## src/hdl/ubd_defines.svh

```systemverilog
`ifndef UBD_DEFINES_SVH
`define UBD_DEFINES_SVH
// Descriptor table base in USB RAM and bytes per descriptor
`define UBD_BDT_BASE      16'h2000
`define UBD_BD_BYTES      3'h4
// Status byte fields
`define UBD_ST_OWN        7
`define UBD_ST_DTS        6
`define UBD_ST_TOGGLE_CHECK_EN      3
`define UBD_ST_BUFFER_STALL_EN     2
`define UBD_ST_PID_LO     2
`define UBD_ST_BC9        1
`define UBD_ST_BC8        0
// Buffering modes
`define UBD_MODE_NONE     2'h0
`define UBD_MODE_EP0OUT   2'h1
`define UBD_MODE_ALL      2'h2
`define UBD_MODE_NOT_EP0  2'h3
// Register map (word index on the plain register port)
`define UBD_REG_CFG       4'h0
`define UBD_REG_CTRL      4'h1
`define UBD_REG_XSTAT     4'h2
`define UBD_REG_BDSEL     4'h3
`define UBD_REG_BDSTAT    4'h4
`define UBD_REG_BDCNT     4'h5
`define UBD_REG_BDADRL    4'h6
`define UBD_REG_BDADRH    4'h7
// Config / control / transfer status bits
`define UBD_CFG_EN        2
`define UBD_CTRL_PPRST    0
`define UBD_XS_ODD        1
`define UBD_XS_DIR        2
`define UBD_XS_EP_LO      3
`define UBD_XS_DONE       7
// Handshakes
`define UBD_HS_ACK        2'h1
`define UBD_HS_NAK        2'h2
`define UBD_HS_STALL      2'h3
`define UBD_HS_NONE       2'h0
// Token identifiers
`define UBD_PID_SETUP     4'hd
`endif

```

## src/hdl/ubd_pkg.sv

```systemverilog
package ubd_pkg;
	typedef enum logic [2:0] {
		UBD_IDLE  = 3'b000,
		UBD_FETCH = 3'b001,
		UBD_RUN   = 3'b011,
		UBD_WBACK = 3'b010,
		UBD_DONE  = 3'b110
	} ubd_state_t;
endpackage : ubd_pkg

```

## src/hdl/ubd_map_if.sv

```systemverilog
`timescale 1ns/1ps
// Endpoint/direction/parity to descriptor index lookup
interface ubd_map_if;
	logic [1:0] mode;
	logic [2:0] ep;
	logic       dir_in;
	logic       odd;
	logic [4:0] index;
	logic       pp_used;
	modport user (output mode, output ep, output dir_in, output odd,
		input index, input pp_used);
	modport map (input mode, input ep, input dir_in, input odd,
		output index, output pp_used);
endinterface : ubd_map_if

```

## src/hdl/ubd_engine.sv

```systemverilog
// Chosen here: strobed register access and the address map.
`timescale 1ns/1ps
`include "ubd_defines.svh"
// How it works
// - IN sends count bytes, writes sent count
// - OUT count is limit, received count written
// - Oversize OUT: NAK, count untouched
// - Count is ten bits, top in status
// - Buffer address unchecked, passed straight through
// - Two-bit mode selects four buffering schemes
// - Per-endpoint pointer, Even on module enable
// - Pointer flips on each completed transaction
// - Last parity recorded in transfer status
// - Pointer reset control forces all Even
// - No ping-pong: OUT 2n, IN 2n+1
// - EP0 OUT ping-pong layout, seventeen descriptors
// - Full ping-pong: four per endpoint
// - Ping-pong except EP0, thirty descriptors
// - Table at 2000h, four bytes each
// - Released status holds token PID, except on a SETUP stall release
// - Expected toggle ignored unless checking on
// - Descriptor storage has no reset value
// - Ownership cleared when transaction finishes
// - Toggle mismatch: ACK, not stored, kept
// - Stall answers STALL; SETUP releases it
// - Count overflow carries into status bits
module ubd_engine
	import ubd_pkg::*;
#(
	parameter int NUM_BD = 32,
	parameter int NUM_EP = 8
) (
	input  wire logic        clock,
	input  wire logic        resetn,
	// Register port
	input  wire logic [3:0]  reg_addr,
	input  wire logic [7:0]  reg_wdata,
	input  wire logic        reg_wr,
	input  wire logic        reg_rd,
	output logic      [7:0]  reg_rdata,
	// Token summary from the serial engine
	input  wire logic        tok_valid,
	input  wire logic [2:0]  tok_ep,
	input  wire logic        tok_in,
	input  wire logic [3:0]  tok_pid,
	input  wire logic        tok_data1,
	input  wire logic [9:0]  tok_len,
	input  wire logic        tok_err,
	// Handshake and buffer side
	output logic             busy,
	output logic             hs_valid,
	output logic      [1:0]  hs_code,
	output logic             xfer_valid,
	output logic      [15:0] xfer_ram_addr,
	output logic      [9:0]  xfer_len,
	output logic             xfer_store,
	output logic      [15:0] bd_ram_addr
);
	// ----------------------------------------------------------------
	// Descriptor storage: plain RAM, never reset
	// ----------------------------------------------------------------
	// Firmware and engine share these bytes without any lock
	logic [7:0] bd_stat [NUM_BD];
	logic [7:0] bd_cnt  [NUM_BD];
	logic [7:0] bd_adrl [NUM_BD];
	logic [7:0] bd_adrh [NUM_BD];

	// ----------------------------------------------------------------
	// Block state: one packed struct, registered as a whole
	// ----------------------------------------------------------------
	typedef struct packed {
		// Sequencer and software-visible registers
		ubd_state_t        state;
		logic [7:0]        cfg;
		logic [7:0]        xstat;
		logic [4:0]        bdsel;
		// Ping-pong pointers, one bit per endpoint and direction
		logic [NUM_EP-1:0] ptr_out;
		logic [NUM_EP-1:0] ptr_in;
		// Token captured on acceptance (idx and pp one cycle later, in FETCH), held for the whole walk
		logic [4:0]        idx;
		logic [2:0]        ep;
		logic              dir_in;
		logic              odd;
		logic              pp;
		logic [3:0]        pid;
		logic              data1;
		logic [9:0]        len;
		logic              err;
		// Registered outputs
		logic [7:0]        rdata;
		logic              busy;
		logic              hs_valid;
		logic [1:0]        hs_code;
		logic              xv;
		logic [15:0]       xaddr;
		logic [9:0]        xlen;
		logic              xstore;
		// Write-back staging for the descriptor RAM
		logic              wb_en;
		logic [7:0]        wb_stat;
		logic              wb_cnt;
		logic [9:0]        wb_len;
		logic              flip;
		logic [15:0]       bdaddr;
	} ubd_state_s_t;

	// Present state and the value the next edge loads
	ubd_state_s_t s_reg;
	ubd_state_s_t s_next;

	// ----------------------------------------------------------------
	// Descriptor index lookup, driven from the captured token
	// ----------------------------------------------------------------
	ubd_map_if mif ();
	ubd_map u_map (
		.m (mif)
	);
	// Mode from config, token fields from the captured copy
	assign mif.mode   = s_reg.cfg[1:0];
	assign mif.ep     = s_reg.ep;
	assign mif.dir_in = s_reg.dir_in;
	assign mif.odd    = s_reg.odd;

	// ----------------------------------------------------------------
	// Register read decode
	// ----------------------------------------------------------------
	function automatic logic [7:0] rd_mux(input logic [3:0] a, input ubd_state_s_t s,
		input logic [7:0] st, input logic [7:0] cn, input logic [7:0] al,
		input logic [7:0] ah);
		case (a)
			`UBD_REG_CFG:    rd_mux = s.cfg;
			`UBD_REG_CTRL:   rd_mux = 8'h00;
			`UBD_REG_XSTAT:  rd_mux = s.xstat;
			`UBD_REG_BDSEL:  rd_mux = {3'h0, s.bdsel};
			`UBD_REG_BDSTAT: rd_mux = st;
			`UBD_REG_BDCNT:  rd_mux = cn;
			`UBD_REG_BDADRL: rd_mux = al;
			`UBD_REG_BDADRH: rd_mux = ah;
			default:         rd_mux = 8'h00;
		endcase
	endfunction : rd_mux

	// ----------------------------------------------------------------
	// Next-state logic
	// ----------------------------------------------------------------
	// Combinational helpers; st, limit and tog_ok assigned at the top of the process, en_now after the writes
	logic [7:0] st;
	logic [9:0] limit;
	logic       en_now;
	logic       tog_ok;
	always_comb begin
		s_next          = s_reg;
		st              = bd_stat[s_reg.idx];
		limit           = {st[`UBD_ST_BC9:`UBD_ST_BC8], bd_cnt[s_reg.idx]};
		tog_ok          = ~st[`UBD_ST_TOGGLE_CHECK_EN] |
			(st[`UBD_ST_DTS] == s_reg.data1);
		s_next.hs_valid = 1'b0;
		s_next.xv       = 1'b0;
		s_next.wb_en    = 1'b0;
		s_next.wb_cnt   = 1'b0;
		s_next.flip     = 1'b0;
		s_next.rdata    = 8'h00;

		// ------------------------------------------------------------
		// Register port: read data the cycle after the strobe
		// ------------------------------------------------------------
		if (reg_rd) begin
			s_next.rdata = rd_mux(reg_addr, s_reg, bd_stat[s_reg.bdsel],
				bd_cnt[s_reg.bdsel], bd_adrl[s_reg.bdsel], bd_adrh[s_reg.bdsel]);
			if (reg_addr == `UBD_REG_XSTAT) begin
				s_next.xstat[`UBD_XS_DONE] = 1'b0;                   // Read clears done
			end
		end
		// Register writes; descriptor bytes go to the RAM process below
		if (reg_wr) begin
			case (reg_addr)
				`UBD_REG_CFG:   s_next.cfg   = reg_wdata;
				`UBD_REG_BDSEL: s_next.bdsel = reg_wdata[4:0];
				default:        s_next.bdsel = s_reg.bdsel;
			endcase
		end
		// Enable rising edge or pointer reset: all pointers to Even
		// Limitation: a flip completing in the same cycle still lands
		en_now = s_next.cfg[`UBD_CFG_EN] & ~s_reg.cfg[`UBD_CFG_EN];
		if (en_now || (reg_wr && reg_addr == `UBD_REG_CTRL &&
			reg_wdata[`UBD_CTRL_PPRST])) begin
			s_next.ptr_out = '0;
			s_next.ptr_in  = '0;
		end

		// ------------------------------------------------------------
		// Token sequencer
		// ------------------------------------------------------------
		case (s_reg.state)
			UBD_IDLE: begin
				// Tokens are ignored while busy or disabled
				s_next.busy = 1'b0;
				if (tok_valid && s_reg.cfg[`UBD_CFG_EN]) begin
					s_next.state  = UBD_FETCH;
					s_next.busy   = 1'b1;
					s_next.ep     = tok_ep;
					s_next.dir_in = tok_in;
					s_next.odd    = tok_in ? s_next.ptr_in[tok_ep] : s_next.ptr_out[tok_ep];
					s_next.pid    = tok_pid;
					s_next.data1  = tok_data1;
					s_next.len    = tok_len;
					s_next.err    = tok_err;
				end
			end
			UBD_FETCH: begin
				// Index settles a cycle after capture; RAM read follows
				s_next.idx    = mif.index;
				s_next.pp     = mif.pp_used;
				s_next.bdaddr = `UBD_BDT_BASE +
					16'({mif.index, 2'b00});
				s_next.state  = UBD_RUN;
			end
			UBD_RUN: begin
				// Refusals first: ownership, error, stall, length, toggle
				s_next.state = UBD_DONE;
				if (!st[`UBD_ST_OWN]) begin
					s_next.hs_valid = 1'b1;
					s_next.hs_code  = `UBD_HS_NAK;
				end else if (s_reg.err) begin
					// Corrupt packet: silent, descriptor untouched
					s_next.hs_code  = `UBD_HS_NONE;
				end else if (st[`UBD_ST_BUFFER_STALL_EN] && s_reg.pid != `UBD_PID_SETUP) begin
					// Stall answers every token but SETUP
					s_next.hs_valid = 1'b1;
					s_next.hs_code  = `UBD_HS_STALL;
				end else if (st[`UBD_ST_BUFFER_STALL_EN]) begin
					// SETUP lifts the stall and hands the descriptor back
					s_next.state    = UBD_WBACK;
					s_next.wb_en    = 1'b1;
					s_next.wb_stat  = st;
					s_next.wb_stat[`UBD_ST_OWN]    = 1'b0;
					s_next.wb_stat[`UBD_ST_BUFFER_STALL_EN] = 1'b0;
				end else if (s_reg.dir_in) begin
					// IN sends the armed count; the host gives the handshake
					s_next.xv       = 1'b1;
					s_next.xaddr    = {bd_adrh[s_reg.idx], bd_adrl[s_reg.idx]};
					s_next.xlen     = limit;
					s_next.xstore   = 1'b0;
					s_next.state    = UBD_WBACK;
					s_next.wb_len   = limit;
				end else if (s_reg.len > limit) begin
					// Oversize OUT refused; the count keeps its armed value
					s_next.hs_valid = 1'b1;
					s_next.hs_code  = `UBD_HS_NAK;
				end else if (!tog_ok) begin
					// Wrong parity: host sees ACK, data dropped, no flip
					s_next.hs_valid = 1'b1;
					s_next.hs_code  = `UBD_HS_ACK;
				end else begin
					// Good OUT: store, acknowledge, then write back
					s_next.xv       = 1'b1;
					s_next.xaddr    = {bd_adrh[s_reg.idx], bd_adrl[s_reg.idx]};
					s_next.xlen     = s_reg.len;
					s_next.xstore   = 1'b1;
					s_next.hs_valid = 1'b1;
					s_next.hs_code  = `UBD_HS_ACK;
					s_next.state    = UBD_WBACK;
					s_next.wb_len   = s_reg.len;
				end
			end
			UBD_WBACK: begin
				// Status byte and count written on the same edge, leaving DONE; a staged SETUP
				// release keeps its own status image and leaves the count
				s_next.wb_en = 1'b1;
				if (!s_reg.wb_en) begin
					s_next.wb_cnt  = 1'b1;
					s_next.wb_stat = {1'b0, st[`UBD_ST_DTS], s_reg.pid,
						s_reg.wb_len[9:8]};
				end
				s_next.flip  = 1'b1;
				s_next.state = UBD_DONE;
			end
			UBD_DONE: begin
				// Only released descriptors flip the pointer and post status;
				// the set beats a read-clear landing in the same cycle
				if (s_reg.flip) begin
					s_next.xstat                     = 8'h00;
					s_next.xstat[`UBD_XS_DONE]       = 1'b1;
					s_next.xstat[`UBD_XS_EP_LO +: 3] = s_reg.ep;
					s_next.xstat[`UBD_XS_DIR]        = s_reg.dir_in;
					s_next.xstat[`UBD_XS_ODD]        = s_reg.odd;
					if (s_reg.dir_in)
						s_next.ptr_in[s_reg.ep]  = ~s_reg.ptr_in[s_reg.ep];
					else
						s_next.ptr_out[s_reg.ep] = ~s_reg.ptr_out[s_reg.ep];
				end
				s_next.busy  = 1'b0;
				s_next.state = UBD_IDLE;
			end
			default: begin
				// Unused code: back to idle
				s_next.state = UBD_IDLE;
			end
		endcase
	end

	// ----------------------------------------------------------------
	// State register
	// ----------------------------------------------------------------
	always_ff @(posedge clock or negedge resetn) begin
		if (!resetn) begin
			// RAM is left out: its contents stay undefined
			s_reg       <= '0;
			s_reg.state <= UBD_IDLE;
		end else begin
			s_reg <= s_next;
		end
	end

	// ----------------------------------------------------------------
	// Descriptor RAM writes: firmware, then engine write-back wins
	// ----------------------------------------------------------------
	// Firmware must not touch a descriptor the engine owns; no lock exists
	always_ff @(posedge clock) begin
		if (reg_wr && reg_addr == `UBD_REG_BDSTAT) bd_stat[s_reg.bdsel] <= reg_wdata;
		if (reg_wr && reg_addr == `UBD_REG_BDCNT)  bd_cnt[s_reg.bdsel]  <= reg_wdata;
		if (reg_wr && reg_addr == `UBD_REG_BDADRL) bd_adrl[s_reg.bdsel] <= reg_wdata;
		if (reg_wr && reg_addr == `UBD_REG_BDADRH) bd_adrh[s_reg.bdsel] <= reg_wdata;
		if (s_reg.wb_cnt) bd_cnt[s_reg.idx] <= s_reg.wb_len[7:0];
		if (s_reg.wb_en && s_reg.state == UBD_DONE)
			bd_stat[s_reg.idx] <= s_reg.wb_stat;
	end

	// ----------------------------------------------------------------
	// Outputs straight from flip-flops
	// ----------------------------------------------------------------
	assign reg_rdata     = s_reg.rdata;
	assign busy          = s_reg.busy;
	assign hs_valid      = s_reg.hs_valid;
	assign hs_code       = s_reg.hs_code;
	assign xfer_valid    = s_reg.xv;
	assign xfer_ram_addr = s_reg.xaddr;
	assign xfer_len      = s_reg.xlen;
	assign xfer_store    = s_reg.xstore;
	assign bd_ram_addr   = s_reg.bdaddr;
endmodule : ubd_engine

```

## src/hdl/ubd_map.sv

```systemverilog
`timescale 1ns/1ps
`include "ubd_defines.svh"
module ubd_map
	import ubd_pkg::*;
(
	ubd_map_if.map m
);
	// ----------------------------------------------------------------
	// Fixed descriptor placement per buffering mode
	// ----------------------------------------------------------------
	logic [5:0] base;
	logic       pp;
	always_comb begin
		base = 6'h00;
		pp   = 1'b0;
		case (m.mode)
			`UBD_MODE_NONE: begin
				base = {2'b00, m.ep, 1'b0} + {5'h00, m.dir_in};
			end
			`UBD_MODE_EP0OUT: begin
				if (m.ep == 3'h0) begin
					pp   = ~m.dir_in;
					base = m.dir_in ? 6'h02 : 6'h00;
				end else begin
					base = {2'b00, m.ep, 1'b0} + 6'h01 + {5'h00, m.dir_in};
				end
			end
			`UBD_MODE_ALL: begin
				pp   = 1'b1;
				base = {1'b0, m.ep, m.dir_in, 1'b0};
			end
			`UBD_MODE_NOT_EP0: begin
				if (m.ep == 3'h0) begin
					base = {5'h00, m.dir_in};
				end else begin
					pp   = 1'b1;
					base = {1'b0, m.ep, m.dir_in, 1'b0} - 6'h02;
				end
			end
			default: begin
				base = 6'h00;
			end
		endcase
		m.pp_used = pp;
		m.index   = base[4:0] + {4'h0, pp & m.odd};
	end
endmodule : ubd_map

```

## config.mk

```make
export PLATFORM = sky130hd
export DESIGN_NAME = ubd_engine
export DESIGN_NICKNAME = d
export VERILOG_FILES = /design/src/hdl/ubd_pkg.sv /design/src/hdl/ubd_map_if.sv /design/src/hdl/ubd_engine.sv /design/src/hdl/ubd_map.sv
export VERILOG_INCLUDE_DIRS = /design/src /design/src/hdl
export SDC_FILE = /design/constraint.sdc
export NUM_CORES = 2
export LEC_CHECK = 0
export BUFFER_PORTS_ARGS = -buffer_cell sky130_fd_sc_hd__buf_4
export CAP_MARGIN = 25
export CORE_MARGIN = 1.5
export CORE_UTILIZATION = 40
export DETAILED_ROUTE_END_ITERATION = 16
export GPL_ROUTABILITY_DRIVEN = 0
export GPL_TIMING_DRIVEN = 1
export REMOVE_ABC_BUFFERS = 1
export SYNTH_ARGS = -nofsm -noshare
export SYNTH_HDL_FRONTEND = slang
export SYNTH_SLANG_ARGS = --single-unit
```

## constraint.sdc

```tcl
create_clock -name clock -period 10 [get_ports clock]
set_clock_uncertainty 0.1 [all_clocks]
set_input_delay 2 -clock clock [delete_from_list [all_inputs] [get_ports clock]]
set_output_delay 2 -clock clock [all_outputs]
set_load 0.01 [all_outputs]
```

# ---- Yosys cells after proc, flatten, opt, wreduce, memory -nomap -nowiden
# Memories as Yosys holds them, arrays and structs flattened.
# Cells that the tools add are included.
# W data, S select, Z words.
dict set report classes {
  n_addsub 6
  n_div 0
  bitwise 11
  shift 0
  reduce_logical 25
  n_eq_ne 25
  muxes 78
  n_mul 0
  magnitude_cmp 4
}
# cell n
set ops {}
lappend ops {{$mux W37} 3}
lappend ops {{$mux W28} 3}
lappend ops {{$mux W31} 2}
lappend ops {{$pmux W8 S7} 1}
lappend ops {{$mux W16} 3}
lappend ops {{$mux W8} 5}
lappend ops {{$mux W3} 13}
lappend ops {{$mux W10} 3}
lappend ops {{$mux W1} 26}
lappend ops {{$pmux W5 S4} 1}
lappend ops {{$mux W9} 2}
lappend ops {{$pmux W9 S2} 1}
lappend ops {{$bwmux W8} 2}
lappend ops {{$eq A4 B3 Y1 const B} 4}
lappend ops {{$add A14 B7 Y15 const A} 1}
lappend ops {{$ne A2 B2 Y1 const B} 7}
lappend ops {{$bmux W1 S3} 4}
lappend ops {{$pmux W3 S4} 1}
lappend ops {{$add A5 B1 Y5} 2}
lappend ops {{$gt A10 B10 Y1} 1}
lappend ops {{$logic_and A1 B1 Y1} 10}
lappend ops {{$mux W5} 2}
lappend ops {{$eq A4 B2 Y1 const B} 2}
lappend ops {{$lt A3 B4 Y1 const B} 2}
lappend ops {{29 further kinds} 48}
dict set report totals {
  mem_count 4
  latch_bits 0
  wordCells 183
  mem_bits_ro 0
  regBits 141
  ramBits 1024
  out_inout_bits 56
  inputBits 37
}
# memory depth width read_ports rd_ports_with_merged_regs write_ports line
set mem_list {}
lappend mem_list {bd_adrh 32 8 2 0 1 ubd_engine.sv:66} ;# logic [7:0] bd_adrh [NUM_BD];
lappend mem_list {bd_adrl 32 8 2 0 1 ubd_engine.sv:65} ;# logic [7:0] bd_adrl [NUM_BD];
lappend mem_list {bd_cnt 32 8 2 0 2 ubd_engine.sv:64} ;# logic [7:0] bd_cnt [NUM_BD];
lappend mem_list {bd_stat 32 8 2 0 2 ubd_engine.sv:63} ;# logic [7:0] bd_stat [NUM_BD];

# ---- Longest topological paths before layout
# An unclocked memory read counts as a cell.
dict set report depth {
  word_depth 11
  depth_mapped 20
  mapped_depth_nobuf 13
}

# ---- Hierarchy
# A second synthesis with hierarchy kept.
dict set report unflattened {
  hier_cells 3715
  area_unflattened_um2 59331.9
}
# mod n_inst seq_area_each_um2 cells_per_inst area_per_inst_um2
set modules_own_cells {}
lappend modules_own_cells {ubd_engine 1 33877.5 3671 58999.1}
lappend modules_own_cells {ubd_map 1 0.0 44 332.8}

# ---- Worst setup path after synthesis
# Ideal clock, no wire load.
dict set report synth_path {
  path_type {input port to flip-flop}
  start {input port reg_addr[0]}
  end {memory bd_stat[12][0], enable pin}
  slack_ns 5.652
  t_arrival_ns 3.864
  stages 5
  cell_sequence {clkbuf_1 > nor3b_1 > nand2_1 > clkbuf_1 > o21ai_0}
}
# element line
set synth_rtl {}
lappend synth_rtl {{from (decl)} ubd_engine.sv:36} ;# input wire logic [3:0] reg_addr,
lappend synth_rtl {{to (decl)} ubd_engine.sv:63}

# ---- Worst setup path after layout
dict set report layout_path {
  start {register s_reg[100] in the netlist's numbering}
  end {register s_reg, in the netlist xfer_ram_addr[8]}
}
dict set report layout_via {
  elab_chain_cells 5
  word_cells_on_any_way 16
}
# element line
set layout_lines {}
lappend layout_lines {{from (decl)} ubd_engine.sv:109} ;# ubd_state_s_t s_reg;
lappend layout_lines {{from (signal assigned)} ubd_engine.sv:312} ;# s_reg <= s_next;
lappend layout_lines {{parallel branches: the longest is 5 deep, another holds $gt A10 B10 Y1} n/a}
# Several ways; the timed one is not identified. The select of a mux whose other input is x is not followed.
# A chain may end at the register's enable or synchronous reset.

==> results.toml <==
[floorplanning]
ios = 93
die_h_um = 389
core_area_mm2 = 0.148
fp.dieW_um = 389
start_util_pct = 40.3
rows = 141
die_area_mm2 = 0.151

[sta]
fin_crit_sh_pct = 55.6
rsz0062_at_grt = "false"
final_max_slew_viol_count = 0
hold_viol = 0
fmax_ghz = 0.180
maxSlewHeadroom_pct = 23.0
worst_pin_slew_ns = 1.15
setup_ws_ns = 4.44
min_period_ns = 5.56
setup_viol = 0

[drt]
totalWireLength_um = 209000
drt_iter0_markers = 6017
drt_first_pass_iters = 6
drc = 0
antenna_left = 0
avgViaCountPerCell = 6.78
route.vias.total = 38100
wl_per_cell_um = 37.2

[critical_path]
crit_path_max_fanout = 104
cp_cell_sequence = "buf_12 -> mux4_2 -> a22oi_1 -> nand4_1 -> ha_1 -> nor2b_1 -> o21a_1 -> o21ai_0 -> a211o_1 -> a21o_1 -> a31oi_4 -> buf_4 -> mux2_1"
critPathBufInv = 2
crit_required_ns = 10.56
crit_path_start_kind = "flop"
crit_arrival_ns = 6.12
critical-path-slowest-cell = "dfrtp_4"
r2r-start = "s_reg[100]"
r2r_setup_slack_ns = 4.44
crit_family = "compound AO/OA/AOI/OAI gates"
startpoint = "s_reg[100]"
path_class = "reg -> reg"
cp-end-kind = "flop"
cpPeakStageDelay_ns = 1.10

[yosys]
synthesis.area_mm2 = 0.0596
ys_warn_count = 0
ys_seq_area_share_pct = 56.9
synthArstFlopShare_pct = 10.9
yosysTopAreaCell = "edfxtp_1"
syn_inst = 3667
synth-main-ff-cell = "edfxtp_1"
synth_seq_cells = 1149
synth_area_per_cell_um2 = 16.2
synth_edf_count = 1024
synth_cell_types = 71
synth_area_leaders = "edfxtp_1 (52%), mux4_2 (18%), mux2_2 (9.5%)"
synth_top_area_share_pct = 51.6

[grt]
grt_pass1_wl_um = 293000
grt_max_degree = 124
antenna_found_initial = 11
global_route.overflow_total = 0
grtUsageTotal_pct = 27.5
first_global_vias = 36600

[final_layout]
syn_to_final_growth_pct = 10.9
final_cell_mix = "edfxtp_1 (1,024), mux2_2 (504), mux4_2 (485)"
stdcell_area_mm2 = 0.0660
layout_commonest_cell = "edfxtp_1"
fin_nets = 3644
final_layout_size_suffix_gt1_share_pct = 37.7
instances_no_fill = 5630
fin_util_pct = 44.7

[pwr]
powerDensity_mw_per_mm2 = 249
p_leak_nw = 20.9
irDropWorstVdd_mv = 0.223

[cts]
clk_latency_ns = 0.79
root_buffer = "clkbuf_16"
cts_hold_buf = 0
cts.clk_slew.worst_paths_ns = 0.06
cts_max_level = 4
tritoncts = "yes"
ctsResizeCount = 0
clock_sink_count = 1149
post-cts-setup-buffers = 0
numCtsBuffers = 131
clockBufferDepth = 3

[min_path]
min_from = "s_reg[127]"
hp-class = "reg -> reg"

[flow_run]
max_cap_viol_count = 0

[placement]
hpwlAfterDp_um = 133000
dp_slack_ns = 4.62
numPortBuffers = 82
place_inst = 5380
dpl_cell_area_mm2 = 0.0618

[run_status]
outcome = "finished, final reports clean"
final timing paths:
kind / endpoint / depth (start not counted)
max reg2reg: xfer_ram_addr[8] / 13
min in group asynchronous: s_reg[117] / 1
max in group asynchronous: s_reg[99] / 2
min: s_reg[127] / 2
max: xfer_ram_addr[8] / 13
min reg2reg: s_reg[127] / 2
final cells by class:
| type | instances | area [µm²] |
|---|---|---|
| antenna | 4 | 10.0 |
| clock buffer | 187 | 3590 |
| clock inverter | 49 | 594 |
| fill | 12800 | 81800 |
| inverter | 26 | 97.6 |
| multi-input combinational | 2100 | 23900 |
| sequential | 1149 | 33900 |
| tap | 1930 | 2410 |
| timing repair buffer | 185 | 1490 |
synth_stat cells, drive strengths merged, types with 5 or more instances:
library cell	n
edfxtp	1024
mux2	526
mux4	485
clkbuf	256
a22oi	236
buf	145
nor2	136
dfrtp	125
nand2	111
o22ai	86
mux2i	70
nand4	64
o21ai	57
nor2b	35
nand3	33
o211ai	32
inv	25
a22o	17
o31ai	16
and2	15
ha	14
nor3	14
a31oi	12
nor4	12
a21oi	11
a21o	10
a221oi	10
nor3b	8
and3	6
or3	6
or4	6
nand2b	5
or2	5
per-stage QoR:
step | power [mW] | TNS (ns) | hold slack, ns
after floorplan | 10.4 | -2460.23 | 0.340
final | 16.4 | 0 | 0.375
after detailed placement | 11.6 | 0 | 0.364
after global routing | 16.8 | 0 | 0.396
after CTS | 16.3 | 0 | 0.379
after global placement | 11.6 | 0 | 0.363
metal layers:
layer,global-route usage (%),share of wire [%]
met2,40.6,44
met4,11.0,4.4
met1,38.3,39
met3,7.49,12
met5,0,0.035
worst register-to-register path, cell delays in order (launching register included):
cell and delay [ns]:
dfrtp_4 1.10, buf_12 0.67, mux4_2 0.52, a22oi_1 0.37, nand4_1 0.37, ha_1 0.32, nor2b_1 0.11, o21a_1 0.11
o21ai_0 0.08, a211o_1 0.30, a21o_1 0.31, a31oi_4 0.21, buf_4 0.47, mux2_1 0.42
where the power goes:
| part | switching, mW | leakage (nW) | internal (mW) |
|---|---|---|---|
| clock | 2.07 | 2.02 | 2.71 |
| sequential | 0.541 | 10.8 | 5.44 |
| combinational | 3.48 | 8.16 | 2.17 |
| total | 6.09 | 20.9 | 10.3 |
logic make-up after synthesis:
kind of cell    share of synthesized area (%)
other cells                           0.00630
flops                                    56.9
mux                                      29.5
simple gates                             4.10
compound gates                           6.06
buf+inv                                  3.14
xor+xnor                               0.0588
fa+ha+maj                               0.294
No activity file was read; power rests on OpenSTA's default activity.
